--- config.mk ---
export PLATFORM = sky130hd
export DESIGN_NAME = tcw_write_port
export DESIGN_NICKNAME = d
export VERILOG_FILES = /design/src/tcw_pkg.sv /design/src/tcw_write_port.sv /design/src/tcw_sync.sv
export SDC_FILE = /design/constraint.sdc
export NUM_CORES = 1
export LEC_CHECK = 0
export ABC_AREA = 1
export BUFFER_PORTS_ARGS = -buffer_cell sky130_fd_sc_hd__buf_2
export CAP_MARGIN = 20
export CORE_MARGIN = 2
export CORE_UTILIZATION = 30
export DETAILED_ROUTE_END_ITERATION = 12
export GPL_TIMING_DRIVEN = 1
export PLACE_DENSITY = 0.54
export SKIP_CTS_REPAIR_TIMING = 1
export SLEW_MARGIN = 15
export SYNTH_ARGS = -nofsm -noshare
export SYNTH_HDL_FRONTEND = slang
export SYNTH_HIERARCHICAL = 1
export SYNTH_SLANG_ARGS = --single-unit
export TNS_END_PERCENT = 30
--- constraint.sdc ---
create_clock -name clk -period 2.8 [get_ports clk]
set_clock_uncertainty 0.05 [all_clocks]
set_input_delay 0.28 -clock clk [delete_from_list [all_inputs] [get_ports clk]]
set_output_delay 0.28 -clock clk [all_outputs]
set_load 0.05 [all_outputs]
--- src/tcw_pkg.sv ---
// package: constants for the transmit cell/packet write port
package tcw_pkg;
  localparam int WORD_W = 16;
  localparam int ADDR_W = 3;
  localparam logic [2:0] NULL_ADDR = 3'h7;
  // 53 octets in 16-bit words: 27 words, last one half used
  localparam int CELL_OCTETS = 53;
  localparam int CELL_WORDS = (CELL_OCTETS + 1) / 2;
  localparam logic [4:0] WORD_IDX_RST = 5'h00;
  localparam logic [4:0] LAST_WORD_IDX = 5'(CELL_WORDS - 1);
  localparam logic [15:0] IDLE_WORD = 16'h0000;
  localparam int LINK_CLK_NS = 800;
  localparam int SYS_CLK_NS = 100;
  localparam int SYNC_STAGES = 2;
  localparam int CELL_BUF_WORDS = 32;
  typedef enum logic [1:0] {
    TCW_CELL = 2'b01,
    TCW_PACKET = 2'b10
  } tcw_mode_t;
endpackage : tcw_pkg

--- src/tcw_write_port.sv ---
// transmit cell/packet write port: capture, checks, cell buffer, idle fill
// Functional notes
// - cell mode: bus carries cell octets
// - packet mode: bus carries packet octets
// - accept only when enabled and addressed
// - capture on interface clock rising edge
// - parity mismatch sets status, maskable interrupt
// - cells with parity errors still forwarded
// - packets with parity errors still forwarded
// - odd or even parity by config
// - parity checked only on accepted words
// - parity sampled on interface clock edge
// - cell marker flags first word
// - marker optional, words counted for boundaries
// - misplaced cell marker raises interrupt
// - cell marker honoured only on accepted words
// - cell marker sampled on interface clock edge
// - active-low enable; high latches address only
// - forward full cells, else idle cells
// - select on own address, never 0x7
`timescale 1ns/1ps
module tcw_write_port (
  input wire logic clk,
  input wire logic rst,
  input wire logic tx_interface_clock,
  input wire logic [15:0] tx_word_bus,
  input wire logic tx_write_enable_n,
  input wire logic [2:0] tx_port_select,
  input wire logic tx_word_parity,
  input wire logic tx_cell_first_word,
  input wire logic tx_packet_first_word,
  input wire logic [2:0] phy_address,
  input wire logic packet_mode,
  input wire logic parity_sense_select,
  input wire logic parity_irq_enable,
  input wire logic marker_irq_enable,
  input wire logic status_clear,
  input wire logic out_ready,
  output logic [15:0] out_word,
  output logic out_valid,
  output logic out_first,
  output logic out_idle,
  output logic out_parity_err,
  output logic parity_err_status,
  output logic marker_err_status,
  output logic irq
);
  // everything from the link passes two flops; 800 ns link vs 100 ns clk leaves margin
  localparam int PW = 24;
  logic [PW-1:0] pin_raw;
  logic [PW-1:0] pin_s;
  logic lclk_s;
  logic lclk_prev_q;
  logic lclk_prev_d;
  logic [15:0] s_word;
  logic s_wen_n;
  logic [2:0] s_adr;
  logic s_par;
  logic s_soc;
  logic s_sop;
  logic link_edge;

  assign pin_raw = {tx_interface_clock, tx_word_bus, tx_write_enable_n, tx_port_select,
                    tx_word_parity, tx_cell_first_word, tx_packet_first_word};

  tcw_sync #(.W(PW)) u_sync (
    .clk(clk),
    .rst(rst),
    .din(pin_raw),
    .dout(pin_s)
  );

  assign {lclk_s, s_word, s_wen_n, s_adr, s_par, s_soc, s_sop} = pin_s;
  // data is steady across the link edge, so the synced copy at the edge is valid
  assign link_edge = lclk_s & ~lclk_prev_q;

  // selection and acceptance
  logic [2:0] sel_adr_q;
  logic [2:0] sel_adr_d;
  logic selected;
  logic accept;

  assign selected = (sel_adr_q == phy_address) && (sel_adr_q != tcw_pkg::NULL_ADDR);
  assign accept = link_edge && !s_wen_n && selected;

  // parity check: even sense means the 17 bits xor to zero
  logic par_bad;
  assign par_bad = accept && ((^s_word ^ s_par) != parity_sense_select);

  // cell word counter and buffer
  logic [4:0] widx_q;
  logic [4:0] widx_d;
  logic marker_bad;
  logic cell_start;
  logic [15:0] buf_mem [tcw_pkg::CELL_BUF_WORDS];
  logic buf_full_q;
  logic buf_full_d;
  logic buf_err_q;
  logic buf_err_d;
  logic [4:0] rd_idx_q;
  logic [4:0] rd_idx_d;
  logic first_fill;

  assign cell_start = s_soc && !packet_mode;
  assign marker_bad = accept && cell_start && (widx_q != tcw_pkg::WORD_IDX_RST);
  // words accepted while the buffer is full are dropped; limitation: no cell-available flag
  assign first_fill = accept && !packet_mode && !buf_full_q;

  logic [15:0] ow_q;
  logic [15:0] ow_d;
  logic ov_q;
  logic ov_d;
  logic of_q;
  logic of_d;
  logic oi_q;
  logic oi_d;
  logic oe_q;
  logic oe_d;
  logic pst_q;
  logic pst_d;
  logic mst_q;
  logic mst_d;
  logic [4:0] idle_idx_q;
  logic [4:0] idle_idx_d;
  logic out_busy;

  assign out_busy = ov_q && !out_ready;

  always_comb begin
    sel_adr_d = sel_adr_q;
    lclk_prev_d = lclk_s;
    widx_d = widx_q;
    buf_full_d = buf_full_q;
    buf_err_d = buf_err_q;
    rd_idx_d = rd_idx_q;
    idle_idx_d = idle_idx_q;
    ow_d = ow_q;
    ov_d = ov_q;
    of_d = of_q;
    oi_d = oi_q;
    oe_d = oe_q;
    if (link_edge) begin
      sel_adr_d = s_adr;
    end
    // set wins over clear
    pst_d = (pst_q && !status_clear) || par_bad;
    mst_d = (mst_q && !status_clear) || marker_bad;
    if (first_fill) begin
      // marker restarts the count; otherwise words are counted
      if (cell_start || widx_q == tcw_pkg::LAST_WORD_IDX) begin
        widx_d = cell_start ? 5'h01 : tcw_pkg::WORD_IDX_RST;
      end else begin
        widx_d = widx_q + 5'h01;
      end
      // an error flag belongs to one cell only, so a counted boundary clears it too
      buf_err_d = ((cell_start || widx_q == tcw_pkg::WORD_IDX_RST) ? 1'b0 : buf_err_q)
                  || par_bad;
      if (widx_q == tcw_pkg::LAST_WORD_IDX && !cell_start) begin
        buf_full_d = 1'b1;
      end
    end
    if (!out_busy) begin
      ov_d = 1'b1;
      if (packet_mode) begin
        // packets flow straight through, errored or not
        ov_d = accept;
        ow_d = s_word;
        of_d = s_sop;
        oi_d = 1'b0;
        oe_d = par_bad;
      end else if (buf_full_q && idle_idx_q == tcw_pkg::WORD_IDX_RST) begin
        ow_d = buf_mem[rd_idx_q];
        of_d = (rd_idx_q == tcw_pkg::WORD_IDX_RST);
        oi_d = 1'b0;
        oe_d = buf_err_q;
        if (rd_idx_q == tcw_pkg::LAST_WORD_IDX) begin
          rd_idx_d = tcw_pkg::WORD_IDX_RST;
          buf_full_d = 1'b0;
        end else begin
          rd_idx_d = rd_idx_q + 5'h01;
        end
      end else begin
        // idle cells run whole so a real cell never splits one
        ow_d = tcw_pkg::IDLE_WORD;
        of_d = (idle_idx_q == tcw_pkg::WORD_IDX_RST);
        oi_d = 1'b1;
        oe_d = 1'b0;
        idle_idx_d = (idle_idx_q == tcw_pkg::LAST_WORD_IDX) ? tcw_pkg::WORD_IDX_RST
                                                            : idle_idx_q + 5'h01;
      end
    end
  end

  always_ff @(posedge clk) begin
    if (first_fill) begin
      // a marked word always opens the cell at slot zero
      buf_mem[cell_start ? tcw_pkg::WORD_IDX_RST : widx_q] <= s_word;
    end
  end

  always_ff @(posedge clk) begin
    if (rst) begin
      sel_adr_q <= tcw_pkg::NULL_ADDR;
      lclk_prev_q <= 1'b0;
      widx_q <= tcw_pkg::WORD_IDX_RST;
      buf_full_q <= 1'b0;
      buf_err_q <= 1'b0;
      rd_idx_q <= tcw_pkg::WORD_IDX_RST;
      idle_idx_q <= tcw_pkg::WORD_IDX_RST;
      ow_q <= tcw_pkg::IDLE_WORD;
      ov_q <= 1'b0;
      of_q <= 1'b0;
      oi_q <= 1'b0;
      oe_q <= 1'b0;
      pst_q <= 1'b0;
      mst_q <= 1'b0;
    end else begin
      sel_adr_q <= sel_adr_d;
      lclk_prev_q <= lclk_prev_d;
      widx_q <= widx_d;
      buf_full_q <= buf_full_d;
      buf_err_q <= buf_err_d;
      rd_idx_q <= rd_idx_d;
      idle_idx_q <= idle_idx_d;
      ow_q <= ow_d;
      ov_q <= ov_d;
      of_q <= of_d;
      oi_q <= oi_d;
      oe_q <= oe_d;
      pst_q <= pst_d;
      mst_q <= mst_d;
    end
  end

  assign out_word = ow_q;
  assign out_valid = ov_q;
  assign out_first = of_q;
  assign out_idle = oi_q;
  assign out_parity_err = oe_q;
  assign parity_err_status = pst_q;
  assign marker_err_status = mst_q;
  assign irq = (pst_q && parity_irq_enable) || (mst_q && marker_irq_enable);
endmodule : tcw_write_port

--- src/tcw_sync.sv ---
// two-flop synchroniser for a vector of pin inputs
`timescale 1ns/1ps
module tcw_sync #(
  parameter int W = 1
) (
  input wire logic clk,
  input wire logic rst,
  input wire logic [W-1:0] din,
  output logic [W-1:0] dout
);
  logic [W-1:0] meta_q;
  logic [W-1:0] meta_d;
  logic [W-1:0] sync_q;
  logic [W-1:0] sync_d;

  always_comb begin
    meta_d = din;
    sync_d = meta_q;
  end

  always_ff @(posedge clk) begin
    if (rst) begin
      meta_q <= '0;
      sync_q <= '0;
    end else begin
      meta_q <= meta_d;
      sync_q <= sync_d;
    end
  end

  assign dout = sync_q;
endmodule : tcw_sync

Word level (Yosys, flattened, before mapping):

Memory sizes are Yosys's and may differ from the RTL's. A register that Yosys moved wholly into a read port is not among the register bits.
Index checks and enable logic that the tools add are counted.

* add/subtract/negate cells: 3
* $mul: 0
* div/mod/pow operators: 0
* order comparisons: 0
* equality and inequality tests: 6
* shift-type cells: 0
* multiplexer cells: 25
* bitwise logic cells: 6
* reductions and logical operators: 35

Operator list (number)
* 16-bit two-way mux: 2
* 5-bit two-way mux: 6
* 1-bit two-way mux: 17
* 1-bit logical AND: 16
* 16-bit parity: 1
* 5-bit by 1-bit adder with 5-bit output, second input constant: 3
* 5-bit == test, second input constant: 3
* 5-bit zero test: 3
* 1-bit zero test: 6
* 1-bit logical OR: 6
* 3-bit AND reduction: 2
* 5-bit nonzero test: 1
* 1-bit inverter: 4
* 3-bit == test: 1
* 3-bit != test, second input constant: 1
* 1-bit AND: 1
* 1-bit != test: 1
* 1-bit XOR: 1

* register bits after elaboration: 91
* bits in latches: 0
* RAM bits: 512
* memory bits (read-only): 0
* input bits: 35
* output and inout bits: 23
* logic and storage cells: 92
* memories: 1

Memories
* buf_mem: depth 32, bits a word 16, rd ports 1, clocked after memory_dff 1, wr ports 1, line tcw_write_port.sv:95 `logic [15:0] buf_mem [tcw_pkg::CELL_BUF_WORDS];`

Depth between registers and ports, before layout:

Gate-level depths: netlist (run 1).

* depth in word-level cells: 11
* depth in mapped cells: 13
* mapped depth without buffers: 13

Modules after synthesis:

The synthesis (run 1) kept the hierarchy.

By module, submodules not included
* tcw_write_port: instances 1, cells each 2047, area an instance 23153.5 um^2, seq. area each 16335.7 um^2
* tcw_sync: instances 1, cells each 149, area an instance 1365.1 um^2, seq. area each 960.9 um^2

Worst setup path after synthesis (run 1):

Ideal clock, no wire load.

* kind: reg-to-reg
* start point: register u_sync.sync_q[23], in the netlist u_sync/dout[23]
* end point: memory buf_mem[19][0] (enable)
* setup time: 0.388 ns
* data arrival time: 1.967 ns
* required time: 2.362 ns
* setup slack: 0.394 ns
* stages on the path, launching flop included: 12
* buffers on the path: 0
* clock period less this slack: 2.406 ns
* cells stage by stage: dfxtp_1 inv_1 or2_4 clkinv_4 o21ai_2 nor2_2 nand2_2 inv_2 nand2_4 nor3_4 nand2_2 nor2_1

* cells in the longest elaborated chain, start to end: 7

Ends and longest elaborated chain
* start, declared: line tcw_sync.sv:13 `logic [W-1:0] sync_q;`
* start signal, assigned: line tcw_sync.sv:27 `sync_q <= sync_d;`
* 1-bit AND: line tcw_write_port.sv:75 `assign link_edge = lclk_s & ~lclk_prev_q;`
* 1-bit logical AND (2 in series): line tcw_write_port.sv:84 `assign accept = link_edge && !s_wen_n && selected;`
* 1-bit logical AND (2 in series): line tcw_write_port.sv:107 `assign first_fill = accept && !packet_mode && !buf_full_q;`
* 1-bit two-way mux: line tcw_write_port.sv:195 `if (first_fill) begin`
* 1-bit two-way mux: line tcw_write_port.sv:197 `buf_mem[cell_start ? tcw_pkg::WORD_IDX_RST : widx_q] <= s_word;`
* end, declared: line tcw_write_port.sv:95

No other way between the ends.

Final worst setup path (run 1):

* start point: input port packet_mode
* end point: memory buf_mem[21][4] (enable)

* cells in the longest elaborated chain, start to end: 5
* elaborated cells on any way between the ends: 7
* classes of those cells: 3 x mux; 4 x reduce/logical

Ends and longest elaborated chain
* start, declared: line tcw_write_port.sv:33 `input wire logic packet_mode,`
* 1-bit zero test *: line tcw_write_port.sv:104, tcw_write_port.sv:107
* 1-bit logical AND (2 in series): line tcw_write_port.sv:107
* 1-bit two-way mux: line tcw_write_port.sv:195
* 1-bit two-way mux: line tcw_write_port.sv:197

Every way passes the cells marked *; elsewhere a longest branch is shown, timed or not.

==> flow_metrics.env, run 1 <==
export IMPL_slowest_stage="nor3_1"
export IMPL_overflow=0
export IMPL_gp_congestion=0.864
export IMPL_setup_viol=0
export IMPL_stdcell_count=3411
export IMPL_grt_antenna_before_repair=3
export IMPL_synth_compound_area_frac=0.0190
export IMPL_cp_max_fo=16
export IMPL_cts_buffers=59
export IMPL_power_per_cell_area_nw_per_um2=630
export IMPL_rsz0062_at_grt="no"
export IMPL_path_class="in2reg"
export IMPL_fin_setup_tns_ns=0
export IMPL_syn_nets=2240
export IMPL_wl_per_cell_um=19.9
export IMPL_ant_nets=0
export IMPL_path_common_cell="inv_1"
export IMPL_insertedDiodeCount=0
export IMPL_first_global_vias=16000
export IMPL_crit_required_ns=3.06
export IMPL_clockBufferDepth=3
export IMPL_grt_use_total=0.159
export IMPL_drv_cap=0
export IMPL_synth_xor_area_share=0.00464
export IMPL_fin_crit_sh=0.861
export IMPL_synthCells=2196
export IMPL_yosysUniqueCellTypes=40
export IMPL_core_area_um2=80700
export IMPL_htreeDepth=2
export IMPL_end_kind="register"
export IMPL_dr_pass1_iters=5
export IMPL_drc=0
export IMPL_synth_top_area_share=0.627
export IMPL_dp_hpwl_um=42000
export IMPL_vias=16500
export IMPL_drt_iter0_drc=1791
export IMPL_arrival_ns=2.67
export IMPL_finalMaxSlewViolations=0
export IMPL_pin_count=58
export IMPL_grt_max_degree=127
export IMPL_start_util=0.304
export IMPL_synth_adder_area_share=0.00459
export IMPL_finalCriticalPeriod_ns=2.41
export IMPL_grt_pass1_wl_um=102000
export IMPL_clk_latency_ns=0.65
export IMPL_drive_gt1_frac=0.107
export IMPL_synth_top_area_cell="edfxtp_1"
export IMPL_ys_ff_latch=608
export IMPL_cts_tree="yes"
export IMPL_crit_chain="dlygate4sd3_1, buf_2, inv_1, nand2_2, inv_1, nor3_1, nand2_1, nor2_1, buf_4"
export IMPL_critPathTopFamily="simple AND/OR/NAND/NOR gates"
export IMPL_hp_class="in2reg"
export IMPL_synth_simple_gate_area_share=0.221
export IMPL_synth_ff_type="edfxtp_1"
export IMPL_seq_area_frac_synth=0.705
export IMPL_fin_nets=2350
export IMPL_outcome="complete, no violations"
export IMPL_synth_area_um2=24500
export IMPL_synthArstFlopShare=0
export IMPL_wl_um=68000
export IMPL_max_slew_margin=0.548
export IMPL_die_w_um=290
export IMPL_tightest_slew_ns=0.673
export IMPL_fmax_mhz=415
export IMPL_startpoint_type="input port"
export IMPL_synth_edf_count=512
export IMPL_p_leak_nw=10.4
export IMPL_syn2layout_area_growth_pct=15.8
export IMPL_dp_cells=3277
export IMPL_synth_mux_area_frac=0
export IMPL_syn_avg_cell_area_um2=11.2
export IMPL_cp_buffers_inverters=5
export IMPL_cts_sink_count=608
export IMPL_ys_warn_count=6
export IMPL_synth_top_family_by_area="simple AND/OR/NAND/NOR gates"
export IMPL_routed_via_density=4.85
export IMPL_dieArea_um2=84000
export IMPL_synth_area_leaders="edfxtp_1 (63%), nand3_1 (9.7%), nand2_1 (9.4%)"
export IMPL_rows=104
export IMPL_clk_pin_slew_worst_paths_ns=0.06
export IMPL_hold_violations=0
export IMPL_slowest_delay_ns=0.55
export IMPL_root_buffer="clkbuf_16"
export IMPL_peakVddDrop_uv=542
export IMPL_die_h_um=290
export IMPL_io_buffers=57
==> kinds of logic after synthesis <==
| group | after synthesis |
|---|---|
| AO/OA/AOI/OAI | 80 |
| XOR/XNOR | 13 |
| adder cells (fa/ha/maj) | 9 |
| buffers and inverters | 232 |
| flip-flops | 608 |
| AND/OR/NAND/NOR | 1254 |
==> Yosys cell counts (7+ instances only) <==
library cell  number
a31oi_1           10
buf_4             34
buf_2             44
nand3_1          476
nand4_1            9
dfxtp_1           96
o211ai_1          10
nand2_1          612
xnor2_1            7
edfxtp_1         512
buf_1             20
inv_1            105
ha_1               9
nor2_1           134
a21oi_1           23
nor3_1             8
o21ai_0           29
clkbuf_1          19
==> layer usage <==
layer / up-vias / track usage / wire length [µm]
li1: 7795 / - / -
met1: 8096 / 0.219 / 29700
met2: 544 / 0.259 / 32100
met3: 103 / 0.0238 / 4280
met4: 0 / 0.0480 / 1900
met5: - / 0 / 0
==> registers in the layout, indices dropped and copies added (netlist names), 3 cells and up, named ones only <==
name / cells
widx_q: 5
out_word: 16
idle_idx_q: 5
buf_mem: 512
u_sync/dout: 24
rd_idx_q: 5
sel_adr_q: 3
u_sync/meta_q: 24
==> metrics by stage <==
step	power, mW	hold slack [ns]	worst slack, ns	util	area (µm²)
final	17.9	0.0962	0.388	0.352	28400
after CTS	18.0	-0.248	0.396	0.348	28100
after detailed placement	10.4	0.347	0.301	0.325	26300
after global routing	18.4	0.120	0.272	0.352	28400
after global placement	10.4	0.344	0.311	0.325	26300
after floorplan	10.2	0.337	0.394	-	24500
==> placed cells by master, fill, tap and decap left out, types with 6 or more instances in the layout <==
master / n
a31oi_1: 10
inv_1: 104
xnor2_1: 7
buf_4: 75
buf_12: 12
a21oi_1: 23
dlygate4sd3_1: 28
nor2_1: 134
nor3_1: 8
buf_2: 57
clkinv_2: 13
clkbuf_16: 62
ha_1: 9
edfxtp_1: 512
clkinv_1: 12
xor2_1: 6
nand2_1: 612
o21ai_0: 29
o211ai_1: 10
nand4_1: 9
clkbuf_1: 8
dfxtp_1: 93
nand3_1: 476
==> final timing paths <==
kind,startpoint,slack (ns),cells after the start,endpoint
max,packet_mode,0.39,9,buf_mem[21][4]
min,phy_address[2],0.1,5,out_valid
max reg2reg,u_sync/dout[1],0.42,6,buf_mem[21][4]
min reg2reg,u_sync/meta_q[6],0.35,2,u_sync/dout[6]
==> worst register-to-register path, cell delays in order (launching register included) <==
cell and delay [ns]:
dfxtp_1 0.32, nand2_2 0.17, inv_1 0.17, nor3_1 0.55, nand2_1 0.31, nor2_1 0.20
buf_4 0.27
==> where the power goes <==
| group | internal [mW] | switching (mW) | total, mW |
|---|---|---|---|
| clock | 4.20 | 3.42 | 7.63 |
| sequential | 9.81 | 0.0287 | 9.83 |
| combinational | 0.124 | 0.304 | 0.428 |
==> area by class of cell <==
| cell class | instances | area, µm² |
|---|---|---|
| tap | 1060 | 1330 |
| fill | 8014 | 52300 |
| sequential | 608 | 17300 |
| multi-input combinational | 1356 | 6120 |
| inverter | 109 | 422 |
| clock inverter | 32 | 219 |
| timing repair buffer | 172 | 1370 |
| clock buffer | 74 | 1630 |
(Power assumes the default switching activity.)
==> inputs of run 2 (changes only) <==
- PLACE_DENSITY: 0.54 -> 0.53
==> flow_metrics.env, run 2 (synthesis results as in run 1) <==
export IMPL_clk_latency_ns=0.64
export IMPL_startpoint_type="register"
export IMPL_fmax_mhz=428
export IMPL_drc=0
export IMPL_cts_buffers=60
export IMPL_cp_max_fo=12
export IMPL_final_cell_mix="nand2_1 (612), edfxtp_1 (512), nand3_1 (476)"
export IMPL_grt_pass1_wl_um=102000
export IMPL_clockBufferDepth=3
export IMPL_ant_nets=0
export IMPL_syn2layout_area_growth_pct=16.8
export IMPL_pin_count=58
export IMPL_finalMaxSlewViolations=0
export IMPL_clock_power_share=0.457
export IMPL_hold_violations=0
export IMPL_first_global_vias=16100
export IMPL_rsz0062_at_grt="no"
export IMPL_outcome="complete, no violations"
export IMPL_routed_via_density=4.83
export IMPL_die_h_um=290
export IMPL_fin_nets=2348
export IMPL_path_class="reg2reg"
export IMPL_largest_reg_flops=512
export IMPL_finalCriticalPeriod_ns=2.34
export IMPL_dp_cells=3275
export IMPL_combPwrFrac=0.023
export IMPL_final_common_cell="nand2_1"
export IMPL_crit_required_ns=3.27
export IMPL_p_leak_nw=10.5
export IMPL_dieArea_um2=84000
export IMPL_arrival_ns=2.80
export IMPL_grt_antenna_before_repair=0
export IMPL_gp_congestion=0.887
export IMPL_stdcell_count=3416
export IMPL_drv_cap=0
export IMPL_p_switching_mw=3.81
export IMPL_cts_tree="yes"
export IMPL_clk_pin_slew_worst_paths_ns=0.06
export IMPL_hp_class="in2reg"
export IMPL_swShare=0.201
export IMPL_start_util=0.304
export IMPL_internal_power_mw=15.1
export IMPL_core_area_um2=80700
export IMPL_wl_per_cell_um=20.3
export IMPL_power_per_cell_area_nw_per_um2=661
export IMPL_dp_hpwl_um=43300
export IMPL_wl_um=69400
export IMPL_fin_setup_tns_ns=0
export IMPL_grt_max_degree=142
export IMPL_drive_gt1_frac=0.111
export IMPL_io_buffers=57
export IMPL_peakVddDrop_uv=420
export IMPL_vias=16500
export IMPL_setup_viol=0
export IMPL_end_kind="register"
export IMPL_insertedDiodeCount=0
export IMPL_drt_iter0_drc=1755
export IMPL_dr_pass1_iters=5
export IMPL_tightest_slew_ns=0.785
export IMPL_overflow=0
export IMPL_grt_use_total=0.161
export IMPL_max_slew_margin=0.477
export IMPL_fin_crit_sh=0.835
export IMPL_rows=104
export IMPL_seqPwrFrac=0.520
export IMPL_htreeDepth=2
export IMPL_cts_sink_count=608
export IMPL_die_w_um=290
export IMPL_top_register="buf_mem"
export IMPL_root_buffer="clkbuf_16"
[run 2: cell types whose count changed in the layout (fill, tap and decap cells not counted), sizes merged]
cell	delta
clkinv	-10
inv	+2
buf	-2
clkinvlp	-2
dlygate4sd3	-1
bufinv	+5
clkbuf	+13
[run 2: worst paths after layout]
kind | start | depth (start not counted) | slack (ns) | to
worst min-delay path | phy_address[2] | 5 | 0.07 | out_valid
worst max-delay path | idle_idx_q[0] | 9 | 0.46 | register
worst max register to register | idle_idx_q[0] | 9 | 0.46 | register
worst min register to register | u_sync/meta_q[10] | 2 | 0.35 | u_sync/dout[10]
[run 2: layout make-up]
cell class	instances	area [µm²]
fillers	7985	52000
flip-flops and latches	608	17300
multi-input cells	1356	6120
clock buffers	87	1870
well taps	1060	1330
repair buffers	169	1290
inverters	109	422
clock inverters	27	298
[run 2: per-layer routing]
layer	part of all wire	up-vias	global-route usage
li1	-	7800	-
met1	0.44	8041	0.222
met2	0.46	551	0.259
met3	0.070	109	0.0280
met4	0.031	0	0.0507
met5	0	-	0
[run 2: power groups by stage]
stage / Combinational [mW] / Sequential, mW / Clock (mW)
finish: 0.431 / 9.84 / 8.65
global route: 0.472 / 9.84 / 9.15
CTS: 0.405 / 9.84 / 8.77
detailed placement: 0.404 / 10.0 / 0
global placement: 0.398 / 10.0 / 0
floorplan: 0.147 / 10.1 / 0
[run 2: through the flow]
stage	utilization	worst slack [ns]	cell area (µm²)	total power [mW]	hold slack, ns
6_report	0.355	0.462	28600	18.9	0.0706
5_1_grt	0.355	0.321	28600	19.5	0.0816
4_1_cts	0.352	0.485	28400	19.0	-0.231
3_5_place_dp	0.325	0.498	26200	10.4	0.342
3_3_place_gp	0.325	0.468	26200	10.4	0.344
2_1_floorplan	-	0.394	24500	10.2	0.337
[run 2: critical path, stage by stage (launching register included)]
cell and delay, ns:
dfxtp_1 0.34, inv_1 0.11, ha_1 0.16, nand4_1 0.10, inv_1 0.10, nand3_1 0.21, inv_1 0.50, buf_4 0.32
a21oi_1 0.09, nor3_1 0.24
==> inputs of run 3 (changes only) <==
- clock period: 2.8 -> 2.3 ns (I/O delays scaled with it)
==> flow_metrics.env, run 3 (synthesis results as in run 1) <==
export IMPL_final_cell_mix="nand2_1 (612), edfxtp_1 (512), nand3_1 (476)"
export IMPL_grt_max_degree=111
export IMPL_path_class="reg2reg"
export IMPL_gp_congestion=0.841
export IMPL_fin_nets=2378
export IMPL_clockBufferDepth=3
export IMPL_wl_um=69300
export IMPL_pin_count=58
export IMPL_rsz0062_at_grt="yes"
export IMPL_arrival_ns=2.45
export IMPL_reg2reg_depth=11
export IMPL_cts_sink_count=608
export IMPL_cp_num_cells=11
export IMPL_drc=0
export IMPL_fin_crit_sh=0.948
export IMPL_cp_max_fo=9
export IMPL_io_buffers=57
export IMPL_setup_ws_ns=0.120
export IMPL_multi_input_area_um2=6130
export IMPL_finalMaxSlewViolations=0
export IMPL_hold_violations=0
export IMPL_p_leak_nw=10.7
export IMPL_grt_antenna_before_repair=3
export IMPL_grt_pass1_wl_um=101000
export IMPL_endpoint="buf_mem[30][5]"
export IMPL_core_area_um2=80700
export IMPL_largest_reg_flops=512
export IMPL_power_per_cell_area_nw_per_um2=777
export IMPL_finalCriticalPeriod_ns=2.18
export IMPL_vias=16600
export IMPL_die_h_um=290
export IMPL_max_slew_margin=0.488
export IMPL_cts_buffers=60
export IMPL_slowest_stage="dfxtp_1"
export IMPL_crit_required_ns=2.57
export IMPL_worstReg2RegEnd="buf_mem[30][5]"
export IMPL_seqCellArea_um2=17300
export IMPL_drive_gt1_frac=0.121
export IMPL_slowest_delay_ns=0.31
export IMPL_root_buffer="clkbuf_16"
export IMPL_rrSetupSlack_ns=0.12
export IMPL_end_kind="register"
export IMPL_overflow=0
export IMPL_grt_use_total=0.160
export IMPL_outcome="complete, no violations"
export IMPL_syn2layout_area_growth_pct=17.8
export IMPL_fillers=7912
export IMPL_total_power_mw=22.5
export IMPL_clk_pin_slew_worst_paths_ns=0.07
export IMPL_pre_cts_ws_ns=0.0841
export IMPL_peakVddDrop_uv=498
export IMPL_tightest_slew_ns=0.769
export IMPL_hp_class="in2reg"
export IMPL_cp_buffers_inverters=4
export IMPL_clk_latency_ns=0.63
export IMPL_first_global_vias=16100
export IMPL_dp_hpwl_um=43300
export IMPL_crit_reg2reg_launch="u_sync/dout[23]"
export IMPL_routed_via_density=4.84
export IMPL_wl_per_cell_um=20.1
export IMPL_crit_chain="inv_1, or2_4, clkinv_4, o21ai_2, nor2_2, nand2_2, nor2_4, nand4_4, buf_12, nor2_1, buf_4"
export IMPL_drv_cap=0
export IMPL_setup_viol=0
export IMPL_htreeDepth=2
export IMPL_dieArea_um2=84000
export IMPL_critPathTopFamily="simple AND/OR/NAND/NOR gates"
export IMPL_ant_nets=0
export IMPL_cts_tree="yes"
export IMPL_drt_iter0_drc=1962
export IMPL_start_util=0.304
export IMPL_dr_pass1_iters=6
export IMPL_hold_slack_ns=0.0473
export IMPL_die_w_um=290
export IMPL_critPathLaunch="u_sync/dout[23]"
export IMPL_dpl_instance_area_um2=26500
export IMPL_startpoint_type="register"
export IMPL_fmax_mhz=459
export IMPL_final_common_cell="nand2_1"
export IMPL_rows=104
export IMPL_top_register="buf_mem"
export IMPL_finish_instance_area_um2=28900
[run 3: per-stage QoR]
step           setup TNS, ns  instances  utilization
5_1_grt               -0.120       3440        0.358
3_3_place_gp               0       3302        0.329
3_5_place_dp               0       3302        0.329
2_1_floorplan         -33.50       2196            -
4_1_cts                    0       3410        0.354
6_report                   0       3441        0.358
[run 3: routing by layer]
metal | vias to the layer above | track usage | routed length, µm
met5 | - | 0 | 12
met4 | 2 | 0.0523 | 2270
met3 | 120 | 0.0319 | 4940
met2 | 596 | 0.262 | 32400
met1 | 8070 | 0.214 | 29700
li1 | 7851 | - | -
[run 3: area by class of cell]
| type | instances | share of cell area |
|---|---|---|
| sequential | 608 | 0.599 |
| multi-input combinational | 1356 | 0.212 |
| clock buffer | 85 | 0.0606 |
| timing repair buffer | 199 | 0.0590 |
| tap | 1060 | 0.0459 |
| inverter | 109 | 0.0147 |
| clock inverter | 23 | 0.00862 |
| antenna | 1 | 0.0000866 |
[run 3: worst reg2reg max path: cells and delay by family (launching register included)]
kind	cells	cell delay, ns
AO/OA/AOI/OAI	1	0.04
buffers and inverters	4	0.50
flip-flops	1	0.31
AND/OR/NAND/NOR	6	0.97
[run 3: worst min-delay path by stage]
stage | startpoint | endpoint | slack, ns | cells after the start
CTS | tx_word_bus[1] | u_sync/meta_q[8] | -0.28 | 3
global placement | u_sync/meta_q[6] | u_sync/dout[6] | 0.34 | 2
detailed placement | u_sync/meta_q[6] | u_sync/dout[6] | 0.34 | 2
finish | phy_address[2] | out_valid | 0.05 | 5
floorplan | tx_packet_first_word | u_sync/meta_q[0] | 0.29 | 2
global route | phy_address[2] | out_valid | 0.05 | 5
[run 3: power breakdown]
group	internal (mW)	leakage, nW	switching (mW)
sequential	11.9	5.49	0.0376
clock	5.84	0.995	4.11
combinational	0.151	4.17	0.381
